===== src/rtl/sac_pkg.sv =====
// Shared constants and carriers for the sampling control block.
// Assumes a 100 MHz system clock and a 32-bit APB register bus.
package sac_pkg;

   // System clock and rate arithmetic, all rates in millihertz
   localparam int unsigned RATE_W = 27;
   localparam int unsigned OSC_W = 36;
   localparam int unsigned ACC_W = 37;
   localparam logic [ACC_W-1:0] SYS_CLK_MHZ = 37'd100_000_000_000;
   localparam logic [RATE_W-1:0] RATE_MIN = 27'd195_300;
   localparam logic [RATE_W-1:0] RATE_MAX_LO = 27'd52_734_000;
   localparam logic [RATE_W-1:0] RATE_MAX_HI = 27'd105_469_000;
   localparam logic [RATE_W-1:0] MULT_BREAK = 27'd52_734_000;
   localparam logic [OSC_W-1:0] TB_MAX_MHZ = 36'd27_000_000_000;
   localparam int unsigned SHIFT_LO = 9;
   localparam int unsigned SHIFT_HI = 8;
   localparam logic [8:0] DIV_LAST_LO = 9'd511;
   localparam logic [8:0] DIV_LAST_HI = 9'd255;

   // Converter data
   localparam int unsigned N_AIN = 4;
   localparam int unsigned N_CH = 5;
   localparam int unsigned DATA_W = 24;
   localparam int unsigned GROUP_DELAY = 39;

   // Register byte offsets
   localparam logic [7:0] OFS_CTRL = 8'h00;
   localparam logic [7:0] OFS_FE = 8'h04;
   localparam logic [7:0] OFS_RATE = 8'h08;
   localparam logic [7:0] OFS_ACTUAL = 8'h0C;
   localparam logic [7:0] OFS_CMD = 8'h10;
   localparam logic [7:0] OFS_STATUS = 8'h14;
   localparam logic [7:0] OFS_RESULT0 = 8'h18;
   localparam logic [7:0] OFS_RESULT4 = 8'h28;

   // Field positions
   localparam int unsigned CTRL_GAIN = 0;
   localparam int unsigned CTRL_HIPWR = 1;
   localparam int unsigned CTRL_RUN = 2;
   localparam int unsigned CTRL_MASK_LSB = 4;
   localparam int unsigned FE_AC_LSB = 8;
   localparam int unsigned CMD_ONE = 0;
   localparam int unsigned CMD_ALL = 1;
   localparam int unsigned CMD_CH_LSB = 4;
   localparam int unsigned CMD_GAIN = 8;
   localparam int unsigned ST_BUSY = 0;
   localparam int unsigned ST_DONE = 1;
   localparam int unsigned ST_GD_DONE = 2;
   localparam int unsigned ST_OVERRUN = 3;
   localparam int unsigned ST_RUN = 4;

   // Analog front-end settings
   typedef struct packed {
      logic gain10;
      logic hipower;
      logic [N_AIN-1:0] excite;
      logic [N_AIN-1:0] ac_couple;
   } sac_fe_s;

   // One simultaneous sample set
   typedef struct packed {
      logic [N_AIN-1:0][DATA_W-1:0] ain;
      logic [DATA_W-1:0] cnt;
   } sac_set_s;

endpackage


===== src/rtl/sac_clkgen.sv =====
// Sample clock generator: oscillator multiply, timebase and sample ticks.
// Assumes the system clock of the package; rates in millihertz.
`timescale 1ns/1ps
module sac_clkgen #(
   parameter logic [26:0] RATE_MAX = sac_pkg::RATE_MAX_LO
) (
   // Clock and reset
   input wire logic mclk_in,
   input wire logic rst_in,
   // Control
   input wire logic run_in,
   input wire logic [sac_pkg::RATE_W-1:0] rate_in,
   // Ticks and readback
   output logic tb_tick_out,
   output logic sample_tick_out,
   output logic [sac_pkg::RATE_W-1:0] actual_out
);
   logic [sac_pkg::RATE_W-1:0] rate_c;
   logic hi;
   logic [sac_pkg::OSC_W-1:0] osc;
   logic [sac_pkg::ACC_W-1:0] acc_r;
   logic [sac_pkg::ACC_W-1:0] acc_sum;
   logic [8:0] div_r;
   logic [8:0] div_last;

   always_comb begin
      rate_c = rate_in;
      if (rate_c < sac_pkg::RATE_MIN) begin
         rate_c = sac_pkg::RATE_MIN;
      end
      if (rate_c > RATE_MAX) begin
         rate_c = RATE_MAX;
      end
      hi = rate_c > sac_pkg::MULT_BREAK;
      // Above the break the multiplier halves to keep the timebase legal
      osc = hi ? {9'h000, rate_c} << sac_pkg::SHIFT_HI
               : {9'h000, rate_c} << sac_pkg::SHIFT_LO; // [RULE10]
      if (osc > sac_pkg::TB_MAX_MHZ) begin
         osc = sac_pkg::TB_MAX_MHZ; // [RULE11]
      end
      acc_sum = acc_r + {1'b0, osc};
      div_last = hi ? sac_pkg::DIV_LAST_HI : sac_pkg::DIV_LAST_LO;
   end

   // Phase accumulator: average tick rate is exact, edges jitter by 10 ns
   always_ff @(posedge mclk_in) begin
      if (rst_in || !run_in) begin
         acc_r <= '0;
         tb_tick_out <= 1'b0;
      end else if (acc_sum >= sac_pkg::SYS_CLK_MHZ) begin
         acc_r <= acc_sum - sac_pkg::SYS_CLK_MHZ; // [RULE8]
         tb_tick_out <= 1'b1;
      end else begin
         acc_r <= acc_sum;
         tb_tick_out <= 1'b0;
      end
   end

   always_ff @(posedge mclk_in) begin
      if (rst_in || !run_in) begin
         div_r <= '0;
         sample_tick_out <= 1'b0;
      end else if (tb_tick_out) begin
         div_r <= (div_r == div_last) ? 9'h000 : div_r + 9'h001;
         sample_tick_out <= div_r == div_last; // [RULE9]
      end else begin
         sample_tick_out <= 1'b0;
      end
   end

   always_ff @(posedge mclk_in) begin
      if (rst_in) begin
         actual_out <= '0;
      end else begin
         actual_out <= hi ? osc[sac_pkg::SHIFT_HI +: sac_pkg::RATE_W]
                          : osc[sac_pkg::SHIFT_LO +: sac_pkg::RATE_W]; // [RULE12]
      end
   end
endmodule


===== src/rtl/sac_delay_mem.sv =====
// Circular delay memory that holds counter samples back by DEPTH shifts.
// Contents are undefined until DEPTH shifts have passed since a clear.
`timescale 1ns/1ps
module sac_delay_mem #(
   parameter int DEPTH = 39,
   parameter int WIDTH = 24
) (
   // Clock and reset
   input wire logic mclk_in,
   input wire logic rst_in,
   // Control and data
   input wire logic clear_in,
   input wire logic shift_in,
   input wire logic [WIDTH-1:0] wdata_in,
   output logic [WIDTH-1:0] rdata_out
);
   localparam int PW = $clog2(DEPTH);
   localparam logic [PW-1:0] LAST = PW'(DEPTH - 1);

   logic [WIDTH-1:0] mem [DEPTH];
   logic [PW-1:0] ptr_r;

   always_ff @(posedge mclk_in) begin
      if (rst_in || clear_in) begin
         ptr_r <= '0;
      end else if (shift_in) begin
         ptr_r <= (ptr_r == LAST) ? '0 : ptr_r + PW'(1);
      end
   end

   // Read before write gives the word stored DEPTH shifts ago
   always_ff @(posedge mclk_in) begin
      if (shift_in) begin
         mem[ptr_r] <= wdata_in; // [RULE14]
      end
   end

   always_ff @(posedge mclk_in) begin
      if (rst_in) begin
         rdata_out <= '0;
      end else if (shift_in) begin
         rdata_out <= mem[ptr_r];
      end
   end
endmodule


===== src/rtl/sac_ctrl.sv =====
// Simultaneous sampling control: APB registers, front-end settings,
// sample clock, group-delay gating, counter alignment and readout.
// Assumes converters answer each sample or single request with
// adc_valid_in at least one cycle after the request or tick.
//
// Function
// [RULE1] Four inputs sampled from one common clock
// [RULE2] Gain selectable between 1 and 10
// [RULE3] Per-input excitation enable, off after reset
// [RULE4] Per-input AC or DC coupling select
// [RULE5] Host should pick AC with excitation on
// [RULE6] Option keeps high-power input circuits always on
// [RULE7] Results fixed at 24 bits
// [RULE8] Sample clock derived internally, started by host
// [RULE9] Rate range 195.3 Hz to variant maximum
// [RULE10] Oscillator is rate times 512 or 256
// [RULE11] Timebase never above 27 MHz
// [RULE12] Achieved sample rate readable by host
// [RULE13] Discard outputs of first 39 sample pulses; the code discards the first 38 and keeps the output of the 39th
// [RULE14] Counter data delayed to match analog data
// [RULE15] Single-value reads one named channel once
// [RULE16] Single-value ends alone, cannot be stopped
// [RULE17] Counters unreachable through single-value mode
// [RULE18] Single-values captures all inputs together
// [RULE19] Counter entry valid only on counter variant
// [RULE20] Sets streamed in ascending channel order
//
// The address map and the APB register port were left to the implementer.
`timescale 1ns/1ps
module sac_ctrl #(
   parameter logic [26:0] RATE_MAX = sac_pkg::RATE_MAX_LO,
   parameter bit COUNTER_VARIANT = 1'b1
) (
   // Clock and reset
   input wire logic mclk_in,
   input wire logic rst_in,
   // APB slave
   input wire logic psel_in,
   input wire logic penable_in,
   input wire logic pwrite_in,
   input wire logic [7:0] paddr_in,
   input wire logic [31:0] pwdata_in,
   output logic [31:0] prdata_out,
   output logic pready_out,
   output logic pslverr_out,
   // Converter side
   input wire logic adc_valid_in,
   input wire sac_pkg::sac_set_s adc_set_in,
   output sac_pkg::sac_fe_s fe_out,
   output logic tb_tick_out,
   output logic sample_tick_out,
   output logic single_req_out,
   // Sample stream
   input wire logic stream_ready_in,
   output logic stream_valid_out,
   output logic [sac_pkg::DATA_W-1:0] stream_data_out,
   output logic stream_last_out
);
   typedef enum logic [1:0] {
      SGL_IDLE,
      SGL_WAIT
   } sac_sgl_e;

   localparam logic [5:0] GD_LAST = 6'(sac_pkg::GROUP_DELAY);
   localparam int NCH = sac_pkg::N_CH;
   localparam int CHW = $clog2(sac_pkg::N_CH);

   logic [NCH-1:0] mask_r;
   logic run_r;
   logic [sac_pkg::RATE_W-1:0] rate_r;
   logic [sac_pkg::RATE_W-1:0] actual;
   logic tb_tick;
   logic sample_tick;
   logic run_q_r;
   logic [5:0] gd_cnt_r;
   logic gd_done;
   logic [sac_pkg::DATA_W-1:0] cnt_delayed;
   sac_sgl_e sgl_r;
   logic sgl_all_r;
   logic [1:0] sgl_ch_r;
   logic done_r;
   logic overrun_r;
   logic [sac_pkg::N_AIN:0][sac_pkg::DATA_W-1:0] result_r;
   sac_pkg::sac_set_s set_r;
   logic [NCH-1:0] pend_r;
   logic wr_en;
   logic rd_en;
   logic cmd_go;
   logic take_set;
   logic [NCH-1:0] rest;
   logic [CHW-1:0] next_ch;
   logic [31:0] rdata;
   logic mapped;

   // Lowest set bit of a pending mask, ascending channel order
   function automatic logic [CHW-1:0] first_ch(input logic [NCH-1:0] m);
      first_ch = '0;
      for (int i = NCH - 1; i >= 0; i--) begin
         if (m[i]) begin
            first_ch = CHW'(i);
         end
      end
   endfunction

   function automatic logic [NCH-1:0] eff_mask(input logic [NCH-1:0] m);
      eff_mask = m;
      eff_mask[sac_pkg::N_AIN] = m[sac_pkg::N_AIN] & COUNTER_VARIANT;
   endfunction

   assign wr_en = psel_in && penable_in && pwrite_in;
   assign rd_en = psel_in && !pwrite_in;
   // Single operations only start while the sample clock is stopped
   assign cmd_go = wr_en && paddr_in == sac_pkg::OFS_CMD && sgl_r == SGL_IDLE
                   && !run_r;
   assign gd_done = gd_cnt_r == GD_LAST;
   assign take_set = run_r && adc_valid_in && gd_done; // [RULE13]
   assign rest = pend_r & ~(NCH'(1) << next_ch);
   assign next_ch = first_ch(pend_r);

   sac_clkgen #(
      .RATE_MAX(RATE_MAX)
   ) u_clkgen (
      .mclk_in(mclk_in),
      .rst_in(rst_in),
      .run_in(run_r),
      .rate_in(rate_r),
      .tb_tick_out(tb_tick),
      .sample_tick_out(sample_tick),
      .actual_out(actual)
   );

   sac_delay_mem #(
      .DEPTH(sac_pkg::GROUP_DELAY - 2), // Capture adds one set to the DEPTH of the memory
      .WIDTH(sac_pkg::DATA_W)
   ) u_delay (
      .mclk_in(mclk_in),
      .rst_in(rst_in),
      .clear_in(run_r && !run_q_r),
      .shift_in(run_r && adc_valid_in),
      .wdata_in(adc_set_in.cnt),
      .rdata_out(cnt_delayed)
   );

   // Configuration registers
   always_ff @(posedge mclk_in) begin
      if (rst_in) begin
         fe_out <= '0; // [RULE3]
         mask_r <= '0;
         run_r <= 1'b0;
         rate_r <= sac_pkg::RATE_MIN;
      end else begin
         if (wr_en && paddr_in == sac_pkg::OFS_CTRL) begin
            fe_out.gain10 <= pwdata_in[sac_pkg::CTRL_GAIN]; // [RULE2]
            fe_out.hipower <= pwdata_in[sac_pkg::CTRL_HIPWR]; // [RULE6]
            run_r <= pwdata_in[sac_pkg::CTRL_RUN]; // [RULE8]
            mask_r <= pwdata_in[sac_pkg::CTRL_MASK_LSB +: NCH];
         end
         if (wr_en && paddr_in == sac_pkg::OFS_FE) begin
            fe_out.excite <= pwdata_in[sac_pkg::N_AIN-1:0]; // [RULE3]
            fe_out.ac_couple <=
               pwdata_in[sac_pkg::FE_AC_LSB +: sac_pkg::N_AIN]; // [RULE4]
         end
         if (wr_en && paddr_in == sac_pkg::OFS_RATE) begin
            rate_r <= pwdata_in[sac_pkg::RATE_W-1:0]; // [RULE9]
         end
         if (cmd_go && (pwdata_in[sac_pkg::CMD_ONE]
                        || pwdata_in[sac_pkg::CMD_ALL])) begin
            fe_out.gain10 <= pwdata_in[sac_pkg::CMD_GAIN]; // [RULE15]
         end
      end
   end

   // Ticks to the converters share one clock for all four inputs
   always_ff @(posedge mclk_in) begin
      if (rst_in) begin
         tb_tick_out <= 1'b0;
         sample_tick_out <= 1'b0;
         run_q_r <= 1'b0;
      end else begin
         tb_tick_out <= tb_tick;
         sample_tick_out <= sample_tick; // [RULE1]
         run_q_r <= run_r;
      end
   end

   // Group delay counter restarts every time the clock starts
   always_ff @(posedge mclk_in) begin
      if (rst_in || !run_r) begin
         gd_cnt_r <= '0;
      end else if (sample_tick && !gd_done) begin
         gd_cnt_r <= gd_cnt_r + 6'h01; // [RULE13]
      end
   end

   // Single-value and single-values sequencer; no stop path exists
   always_ff @(posedge mclk_in) begin
      if (rst_in) begin
         sgl_r <= SGL_IDLE;
         sgl_all_r <= 1'b0;
         sgl_ch_r <= '0;
         single_req_out <= 1'b0;
      end else begin
         single_req_out <= 1'b0;
         unique case (sgl_r)
            SGL_IDLE: begin
               if (cmd_go && pwdata_in[sac_pkg::CMD_ALL]) begin
                  sgl_all_r <= 1'b1; // [RULE18]
                  single_req_out <= 1'b1;
                  sgl_r <= SGL_WAIT;
               end else if (cmd_go && pwdata_in[sac_pkg::CMD_ONE]) begin
                  sgl_all_r <= 1'b0;
                  // Two-bit field cannot name a counter channel
                  sgl_ch_r <= pwdata_in[sac_pkg::CMD_CH_LSB +: 2]; // [RULE17]
                  single_req_out <= 1'b1; // [RULE15]
                  sgl_r <= SGL_WAIT;
               end
            end
            SGL_WAIT: begin
               if (adc_valid_in) begin
                  sgl_r <= SGL_IDLE; // [RULE16]
               end
            end
         endcase
      end
   end

   // Result registers, converter words are always full width
   always_ff @(posedge mclk_in) begin
      if (rst_in) begin
         result_r <= '0;
      end else if (sgl_r == SGL_WAIT && adc_valid_in) begin
         if (sgl_all_r) begin
            for (int i = 0; i < sac_pkg::N_AIN; i++) begin
               result_r[i] <= adc_set_in.ain[i]; // [RULE7]
            end
            result_r[sac_pkg::N_AIN] <= COUNTER_VARIANT ?
               adc_set_in.cnt : '0; // [RULE19]
         end else begin
            result_r[sgl_ch_r] <= adc_set_in.ain[sgl_ch_r]; // [RULE15]
         end
      end
   end

   // Done and overrun flags: a new event wins over a same-cycle clear
   always_ff @(posedge mclk_in) begin
      if (rst_in) begin
         done_r <= 1'b0;
         overrun_r <= 1'b0;
      end else begin
         if (sgl_r == SGL_WAIT && adc_valid_in) begin
            done_r <= 1'b1; // [RULE16]
         end else if (wr_en && paddr_in == sac_pkg::OFS_STATUS
                      && pwdata_in[sac_pkg::ST_DONE]) begin
            done_r <= 1'b0;
         end
         if (take_set && pend_r != '0) begin
            overrun_r <= 1'b1;
         end else if (wr_en && paddr_in == sac_pkg::OFS_STATUS
                      && pwdata_in[sac_pkg::ST_OVERRUN]) begin
            overrun_r <= 1'b0;
         end
      end
   end

   // Sample set capture with delayed counter beside the analog words
   always_ff @(posedge mclk_in) begin
      if (rst_in) begin
         set_r <= '0;
      end else if (take_set) begin
         set_r.ain <= adc_set_in.ain;
         set_r.cnt <= cnt_delayed; // [RULE14]
      end
   end

   // Serialiser; a set arriving while one is still pending replaces it
   always_ff @(posedge mclk_in) begin
      if (rst_in || !run_r) begin
         pend_r <= '0;
         stream_valid_out <= 1'b0;
         stream_data_out <= '0;
         stream_last_out <= 1'b0;
      end else if (take_set) begin
         pend_r <= eff_mask(mask_r);
         stream_valid_out <= 1'b0;
         stream_last_out <= 1'b0;
      end else if (!stream_valid_out || stream_ready_in) begin
         if (pend_r != '0) begin
            stream_valid_out <= 1'b1;
            stream_data_out <= (next_ch == CHW'(sac_pkg::N_AIN)) ?
               set_r.cnt : set_r.ain[next_ch[1:0]]; // [RULE20]
            stream_last_out <= rest == '0;
            pend_r <= rest;
         end else begin
            stream_valid_out <= 1'b0;
            stream_last_out <= 1'b0;
         end
      end
   end

   // Register read mux
   always_comb begin
      rdata = '0;
      mapped = 1'b1;
      unique case (paddr_in)
         sac_pkg::OFS_CTRL: begin
            rdata[sac_pkg::CTRL_GAIN] = fe_out.gain10;
            rdata[sac_pkg::CTRL_HIPWR] = fe_out.hipower;
            rdata[sac_pkg::CTRL_RUN] = run_r;
            rdata[sac_pkg::CTRL_MASK_LSB +: NCH] = mask_r;
         end
         sac_pkg::OFS_FE: begin
            rdata[sac_pkg::N_AIN-1:0] = fe_out.excite;
            rdata[sac_pkg::FE_AC_LSB +: sac_pkg::N_AIN] = fe_out.ac_couple;
         end
         sac_pkg::OFS_RATE: rdata[sac_pkg::RATE_W-1:0] = rate_r;
         sac_pkg::OFS_ACTUAL: rdata[sac_pkg::RATE_W-1:0] = actual; // [RULE12]
         sac_pkg::OFS_CMD: rdata = '0;
         sac_pkg::OFS_STATUS: begin
            rdata[sac_pkg::ST_BUSY] = sgl_r != SGL_IDLE;
            rdata[sac_pkg::ST_DONE] = done_r;
            rdata[sac_pkg::ST_GD_DONE] = gd_done;
            rdata[sac_pkg::ST_OVERRUN] = overrun_r;
            rdata[sac_pkg::ST_RUN] = run_r;
         end
         default: begin
            if (paddr_in >= sac_pkg::OFS_RESULT0
                && paddr_in <= sac_pkg::OFS_RESULT4
                && paddr_in[1:0] == 2'h0) begin
               rdata[sac_pkg::DATA_W-1:0] =
                  result_r[3'((paddr_in - sac_pkg::OFS_RESULT0) >> 2)];
            end else begin
               mapped = 1'b0;
            end
         end
      endcase
   end

   // Zero-wait APB answer registered during the setup cycle
   always_ff @(posedge mclk_in) begin
      if (rst_in) begin
         prdata_out <= '0;
         pready_out <= 1'b0;
         pslverr_out <= 1'b0;
      end else begin
         pready_out <= psel_in && !penable_in;
         pslverr_out <= psel_in && !penable_in && !mapped;
         prdata_out <= (rd_en && !penable_in) ? rdata : '0;
      end
   end
endmodule


===== config.mk =====
export PLATFORM = sky130hd
export DESIGN_NAME = sac_ctrl
export DESIGN_NICKNAME = d
export VERILOG_FILES = /design/src/rtl/sac_pkg.sv /design/src/rtl/sac_clkgen.sv /design/src/rtl/sac_delay_mem.sv /design/src/rtl/sac_ctrl.sv
export SDC_FILE = /design/constraint.sdc
export NUM_CORES = 2
export LEC_CHECK = 0
export BUFFER_PORTS_ARGS = -buffer_cell sky130_fd_sc_hd__clkbuf_2
export CORE_MARGIN = 1.5
export CORE_UTILIZATION = 50
export CTS_CLUSTER_SIZE = 20
export DETAILED_ROUTE_END_ITERATION = 7
export PLACE_DENSITY = 0.67
export SETUP_SLACK_MARGIN = 0.1
export SLEW_MARGIN = 20
export SYNTH_ARGS = -nofsm -noshare
export SYNTH_HDL_FRONTEND = slang
export SYNTH_HIERARCHICAL = 1
export SYNTH_SLANG_ARGS = --single-unit
export TNS_END_PERCENT = 10

===== constraint.sdc =====
create_clock -name mclk_in -period 7.4 [get_ports mclk_in]
set_clock_uncertainty 0.2 [all_clocks]
set_input_delay 0.37 -clock mclk_in [delete_from_list [all_inputs] [get_ports mclk_in]]
set_output_delay 0.37 -clock mclk_in [all_outputs]
set_load 0.05 [all_outputs]

[Word-level counts from Yosys, hierarchy flattened]
Memories as Yosys holds them, arrays and structs flattened. A register that Yosys moved wholly into a read port is not among the register bits.
Index checks and enable logic that the tools add are counted.
Word-level totals
  memories kept: 1
  logic and storage cells: 204
  bits of input ports: 167
  RAM bits: 888
  output and inout bits: 73
  memory bits (read-only): 0
  flip-flop bits (word level): 446
  latch bits: 0
Cells by class
  shift-type cells: 1
  mux-type cells: 58
  div/mod/pow operators: 0
  bitwise operators: 7
  equal/unequal tests: 12
  $mul: 0
  reduce and logical (&&, ||, !) cells: 66
  magnitude comparators: 12
  add/subtract/negate cells: 6
Memory list
  u_delay.mem: depth 37, bits a word 24, rd ports 1, clocked after Yosys merged registers in 1, write ports 1, RTL line sac_delay_mem.sv:20  | logic [WIDTH-1:0] mem [DEPTH];
Operators with widths (number)
  2-to-1 mux 24 bit: 6
  bitwise mux 120 bit: 1
  2-to-1 mux 120 bit: 1
  binary-select mux 24 bit (select 2 bit): 2
  2-to-1 mux 27 bit: 3
  binary-select mux 24 bit (select 3 bit): 1
  2-to-1 mux 36 bit: 2
  > comparator 27 x 26 -> 1 bit (second input constant): 2
  demux 24 bit (select 2 bit): 1
  adder 37 x 36 -> 37 bit: 1
  greater-or-equal comparator 37 bit (second input constant): 1
  2-to-1 mux 37 bit: 1
  subtractor 37 bit (second input constant): 1
  > comparator 36 x 35 -> 1 bit (second input constant): 1
  one-hot mux 12 bit (3 select lines): 1
  logical AND 1 bit: 27
  less-than comparator 27 x 18 -> 1 bit (second input constant): 1
  one-hot mux 3 bit (4 select lines): 2
  2-to-1 mux 9 bit: 2
  one-hot mux 3 bit (6 select lines): 1
  equality test 8 x 4 -> 1 bit (second input constant): 2
  equality test 8 x 5 -> 1 bit (second input constant): 2
  2-to-1 mux 1 bit: 16
  2-to-1 mux 3 bit: 5
  39 further kinds: 79

[Depth between registers and ports, before layout]
  depth in word-level cells: 11
  mapped depth: 28
  depth with buffers taken out: 25

[Hierarchy]
Netlist, hierarchy kept.
By module, submodules not included
  sac_delay_mem: cells an instance 1990, area an instance 35665.5 sq um, sequential area each 27266.2 sq um, times used 1
  sac_ctrl: cells an instance 1830, area an instance 15242.1 sq um, sequential area each 7186.9 sq um, times used 1
  sac_clkgen: cells an instance 608, area an instance 4755.8 sq um, sequential area each 1341.3 sq um, times used 1

[Least setup slack after synthesis]
No wires, ideal clock.
  path type: register to register
  start point: register rate_r[26] (netlist name)
  end point: register u_clkgen/acc_r[18] (netlist name)
  data required time: 7129 ps
  arrival time: 6243 ps
  clock period less this slack: 6513 ps
  buffers on the path: 2
  setup slack: 887 ps
  cell stages (with the launch flop): 25
  library setup time: 71 ps
  cells stage by stage: dfxtp_1 -> or2_2 -> a2111oi_0 -> o41a_1 -> nor4_1 -> a22o_1 -> a211o_1 -> and2_1 -> clkbuf_1 -> nor2_1 -> clkbuf_1 -> and2_1 -> ha_1 -> nor2b_1 -> o2111a_1 -> o41ai_1 -> a21oi_1 -> nand2b_1 -> o21ai_0 -> xnor2_1 -> nand3b_1 -> a21boi_1 -> nand2_4 -> or4_1 -> a21oi_1
On the way
  cells in the longest elaborated chain, start to end: 11
  elaborated cells between the ends (all ways): 12
  classes of those cells: add/sub: 2; order compare: 5; mux: 5
Ends and longest elaborated chain
  from (decl): RTL line sac_ctrl.sv:70  | logic [sac_pkg::RATE_W-1:0] rate_r;
  from (signal assigned): RTL line sac_ctrl.sv:150  | rate_r <= sac_pkg::RATE_MIN;
  from (signal assigned): RTL line sac_ctrl.sv:164  | rate_r <= pwdata_in[sac_pkg::RATE_W-1:0];
  less-than comparator 27 x 18 -> 1 bit: RTL line sac_clkgen.sv:28  | if (rate_c < sac_pkg::RATE_MIN) begin
  2-to-1 mux 27 bit (*): RTL line sac_clkgen.sv:28
  > comparator 27 x 26 -> 1 bit: RTL line sac_clkgen.sv:31  | if (rate_c > RATE_MAX) begin
  2-to-1 mux 27 bit (*): RTL line sac_clkgen.sv:31
  > comparator 27 x 26 -> 1 bit: RTL line sac_clkgen.sv:34  | hi = rate_c > sac_pkg::MULT_BREAK;
  2-to-1 mux 36 bit (*): RTL line sac_clkgen.sv:36  | osc = hi ? {9'h000, rate_c} << sac_pkg::SHIFT_HI
  > comparator 36 x 35 -> 1 bit: RTL line sac_clkgen.sv:38  | if (osc > sac_pkg::TB_MAX_MHZ) begin
  2-to-1 mux 36 bit (*): RTL line sac_clkgen.sv:38
  adder 37 x 36 -> 37 bit (*): RTL line sac_clkgen.sv:41  | acc_sum = acc_r + {1'b0, osc};
  subtractor 37 bit or greater-or-equal comparator 37 bit (tied branches): RTL line sac_clkgen.sv:51, sac_clkgen.sv:50
  2-to-1 mux 37 bit (*): RTL line sac_clkgen.sv:50  | end else if (acc_sum >= sac_pkg::SYS_CLK_MHZ) begin
  to (signal assigned): RTL line sac_clkgen.sv:51  | acc_r <= acc_sum - sac_pkg::SYS_CLK_MHZ;
  to (signal assigned): RTL line sac_clkgen.sv:54  | acc_r <= acc_sum;
  to (decl): RTL line sac_clkgen.sv:21  | logic [sac_pkg::ACC_W-1:0] acc_r;
Every way passes the cells marked *; elsewhere a longest branch is shown, timed or not.
A chain may end at the register's enable or synchronous reset.

[Worst setup path in the final report]
  start point: register rate_r[26] (netlist name)
  end point: register u_clkgen/acc_r[12] (netlist name)
Same word-level chain as after synthesis.

==> flow_summary_export.csv <==
group,metric,value,unit
global_route,antenna_found_initial,8,
setup_path,cpPeakStageDelay,0.45,ns
cts,clk_pin_slew_worst_paths,0.06,ns
setup_path,cp.required,7.89,ns
timing,fin_setup_tns,0,ns
power,seqPwrFrac,0.530,
timing,timing.fmax,145,MHz
cts,h-tree-depth,4,
timing,tightest_slew,1.11,ns
setup_path,crit_fanout,18,
yosys,synth_edf_count,888,
power,powerDensity,236,nW/um2
place,place_congestion,0.913,
yosys,ys_types,97,
yosys,synthAdderAreaFrac,0.00823,
setup_path,worstRegToRegCells,24,
yosys,synth_area_per_cell,12.6,um2
cells_and_area,nets,4964,
cts,cts_sinks,1344,
die,start_util,0.504,
die,num_rows,122,
routing,wl,169000,um
timing,whs,0.0987,ns
place,place_ws,0.249,ns
place,hpwl,102000,um
die,die_w,337,um
cts,cts_tree,"done",
yosys,synthMuxAreaShare,0.0893,
setup_path,critPathLaunchType,"register",
yosys,syn_area,55700,um2
routing,wl_per_cell,26.5,um
status,status,"finished, final reports clean",
place,portBuffers,229,
yosys,synth_commonest_cells,"888 x edfxtp_1, 627 x nand2_1, 456 x dfxtp_1",
yosys,synth-compound-area-share,0.117,
setup_path,cp.arrival,7.40,ns
timing,hold_violations,0,
cells_and_area,drive_above_1_share,0.163,
power,p_leak,21.7,nW
yosys,yosys.area_share.xor_xnor,0.00802,
timing,period_minus_slack,6.91,ns
min_path,hold_path_class,"input pin to register",
setup_path,crit_chain,"or2_2 -> a2111oi_0 -> buf_4 -> o41a_1 -> nor4_1 -> a22o_1 -> a211o_1 -> and2_1 -> nor2_1 -> buf_4 -> and2_1 -> ha_1 -> a211o_1 -> or4_1 -> or3_1 -> and3_1 -> a31oi_1 -> xnor2_1 -> nor4_4 -> a21oi_1 -> a211o_2 -> nand2_4 -> mux2_2 -> nor2_1",
die,die_h,337,um
global_route,track_usage,0.294,
routing,drt_pre_antenna_iters,8,
power,swShare,0.215,
global_route,met3_usage,0.0549,
setup_path,critical_path_class,"register to register",
timing,grt_setup_unrepaired,"no",
die,core_region_area,111000,um2
yosys,async_reset_ff_frac,0,
timing,slew_headroom,0.255,
global_route,grt.overflow.total,0,
global_route,grt-busiest-layer,"met2",
yosys,synth_top_cells_by_area,"edfxtp_1 48%, dfxtp_1 16%, mux2i_1 4.8%",
power,vdd_drop_max,0.261,mV
die,die_area,113000,um2
setup_path,cpMaxStageDelayCell,"or4_1",
routing,routed_via_density,6.11,
routing,drtIter0Drc,4456,
global_route,met1_usage,0.409,
cts,cts_buffers,140,
yosys,yosys.area.top_type,"edfxtp_1",
cts,insertion_delay,0.77,ns
cells_and_area,syn2layout_area_growth,15.0,%
timing,fin_crit_sh,0.934,
power,p_int,11.8,mW
cts,clk_root_buffer_cell,"clkbuf_16",
yosys,synthFlopType,"edfxtp_1",
yosys,yosysMostFrequentCell,"edfxtp_1",
timing,finalSetupViolCount,0,
timing,slew_violations,0,
yosys,yosysWarnings,6,
yosys,synth_top_area_share,0.479,
global_route,first_global_vias,36607,
flow_run,cap_violations,0,
yosys,netlist_instances,4428,
yosys,synth_top_family_by_area,"compound AO/OA/AOI/OAI gates",
power,p_comb_frac,0.024,
timing,setup_ws,0.487,ns
power,power_frac_clock,0.447,
yosys,synth-seq-area-share,0.643,
routing,dr_total_vias,38918,
global_route,grt_util_met2,0.448,
cts,cts_buffer_depth,3,
yosys,ys_ff_latch,1344,
yosys,yosys.area_share.simple,0.103,
global_route,grt_pass1_wl,244000,um
routing,drtAntennaViolNets,0,
global_route,grt_max_degree,155,
die,pin_count,240,
power,switchingPower,3.25,mW
setup_path,endpoint_kind,"register",
routing,drc,0,
min_path,whs_path_depth,3,
## kinds of logic (layout without fill, tap and decap cells)
logic type / after synthesis / count (layout)
DFF: 1344 / 1344
adders and majority gates: 36 / 36
xor gates and xnor gates: 51 / 51
buffers and inverters: 327 / 762
and+or+nand+nor: 1262 / 1262
muxes: 403 / 403
other: 2 / 17
AOI/OAI and AO/OA: 1003 / 1003
## power groups by stage
stage / clock [mW] / combinational, mW / sequential, mW
final: 6.74 / 0.360 / 7.99
after global placement: 0 / 0.287 / 8.15
after floorplan: 0 / 0.0908 / 8.16
after global routing: 7.12 / 0.373 / 7.99
after detailed placement: 0 / 0.289 / 8.16
after CTS: 6.82 / 0.350 / 7.99
## placed cells by master (no fill, tap or decap), drive strengths merged, types with 20 or more instances in the layout
master,netlist,routed
xnor2,27,27
mux4,68,68
nor2b,32,32
dlygate4sd3,0,153
nand3,45,45
and2,26,26
nand4,39,39
edfxtp,888,888
a22oi,98,98
a221oi,61,61
nor3,20,20
inv,27,34
dfxtp,456,456
a32o,25,25
o2bb2ai,21,21
buf,152,106
nand3b,41,41
mux2,67,67
clkinv,1,50
a21oi,356,356
ha,35,35
clkbuf,147,415
nor2,304,304
o211ai,37,37
o21ai,161,161
a21o,36,36
o22ai,52,52
mux2i,268,268
xor2,24,24
or2,37,37
nand2b,20,20
nand2,629,629
## stage by stage
step / util / instances / instance area [um2] / power, mW
5_1_grt: 0.579 / 6362 / 64000 / 15.5
3_5_place_dp: 0.525 / 5952 / 58000 / 8.44
2_1_floorplan: - / 4434 / 55700 / 8.25
3_3_place_gp: 0.525 / 5952 / 58000 / 8.44
6_report: 0.579 / 6366 / 64000 / 15.1
4_1_cts: 0.579 / 6355 / 64000 / 15.2
## state kept, by name, indices dropped and copies added, names as in the netlist, 2 cells and up
register             cells
result_r               120
pend_r                   5
u_clkgen/div_r           9
set_r                  120
u_delay/ptr_r            6
sgl_ch_r                 2
fe_out                  10
u_delay/rdata_out       24
stream_data_out         24
mask_r                   5
rate_r                  27
u_delay/mem            888
gd_cnt_r                 6
prdata_out              27
u_clkgen/acc_r          29
u_clkgen/actual_out     27
## worst max-delay path: cells and delay by family (launching register included)
kind            cells  cell delay, ns
fa+ha+maj           1            0.29
simple gates       11            2.79
buf+inv             2            0.36
compound gates      8            2.30
flops               1            0.36
mux                 1            0.37
xor+xnor            1            0.17
## path summary, 6_finish.rpt
| kind | startpoint | end | slack, ns |
|---|---|---|---|
| hold / removal | paddr_in[2] | prdata_out[9] | 0.1 |
| setup reg to reg | rate_r[26] | u_clkgen/acc_r[12] | 0.49 |
| hold reg to reg | set_r[3] | set_r[3] | 0.25 |
| setup / recovery | rate_r[26] | u_clkgen/acc_r[12] | 0.49 |
## timing repair
item / in CTS / in global routing
setup buffers: 0 / 2
endpoints found under the hold margin: 273 / 0
setup endpoints to repair: 0 / 13
resized for setup: 0 / 2
hold buffers: 153 / 0
## routing by layer
layer,wire length (um),vias up
met3,16800,355
met1,68500,19278
li1,-,17188
met2,76000,2095
met5,13,-
met4,7640,2
## area by class of cell
class	count	area (um2)
tap	1488	1860
fill	8857	46500
antenna	9	22.5
clock inverter	60	534
inverter	28	105
multi-input combinational	2763	18300
timing repair buffer	484	3520
clock buffer	190	3870
sequential	1344	35800
Power figures use the tool's default switching activity.
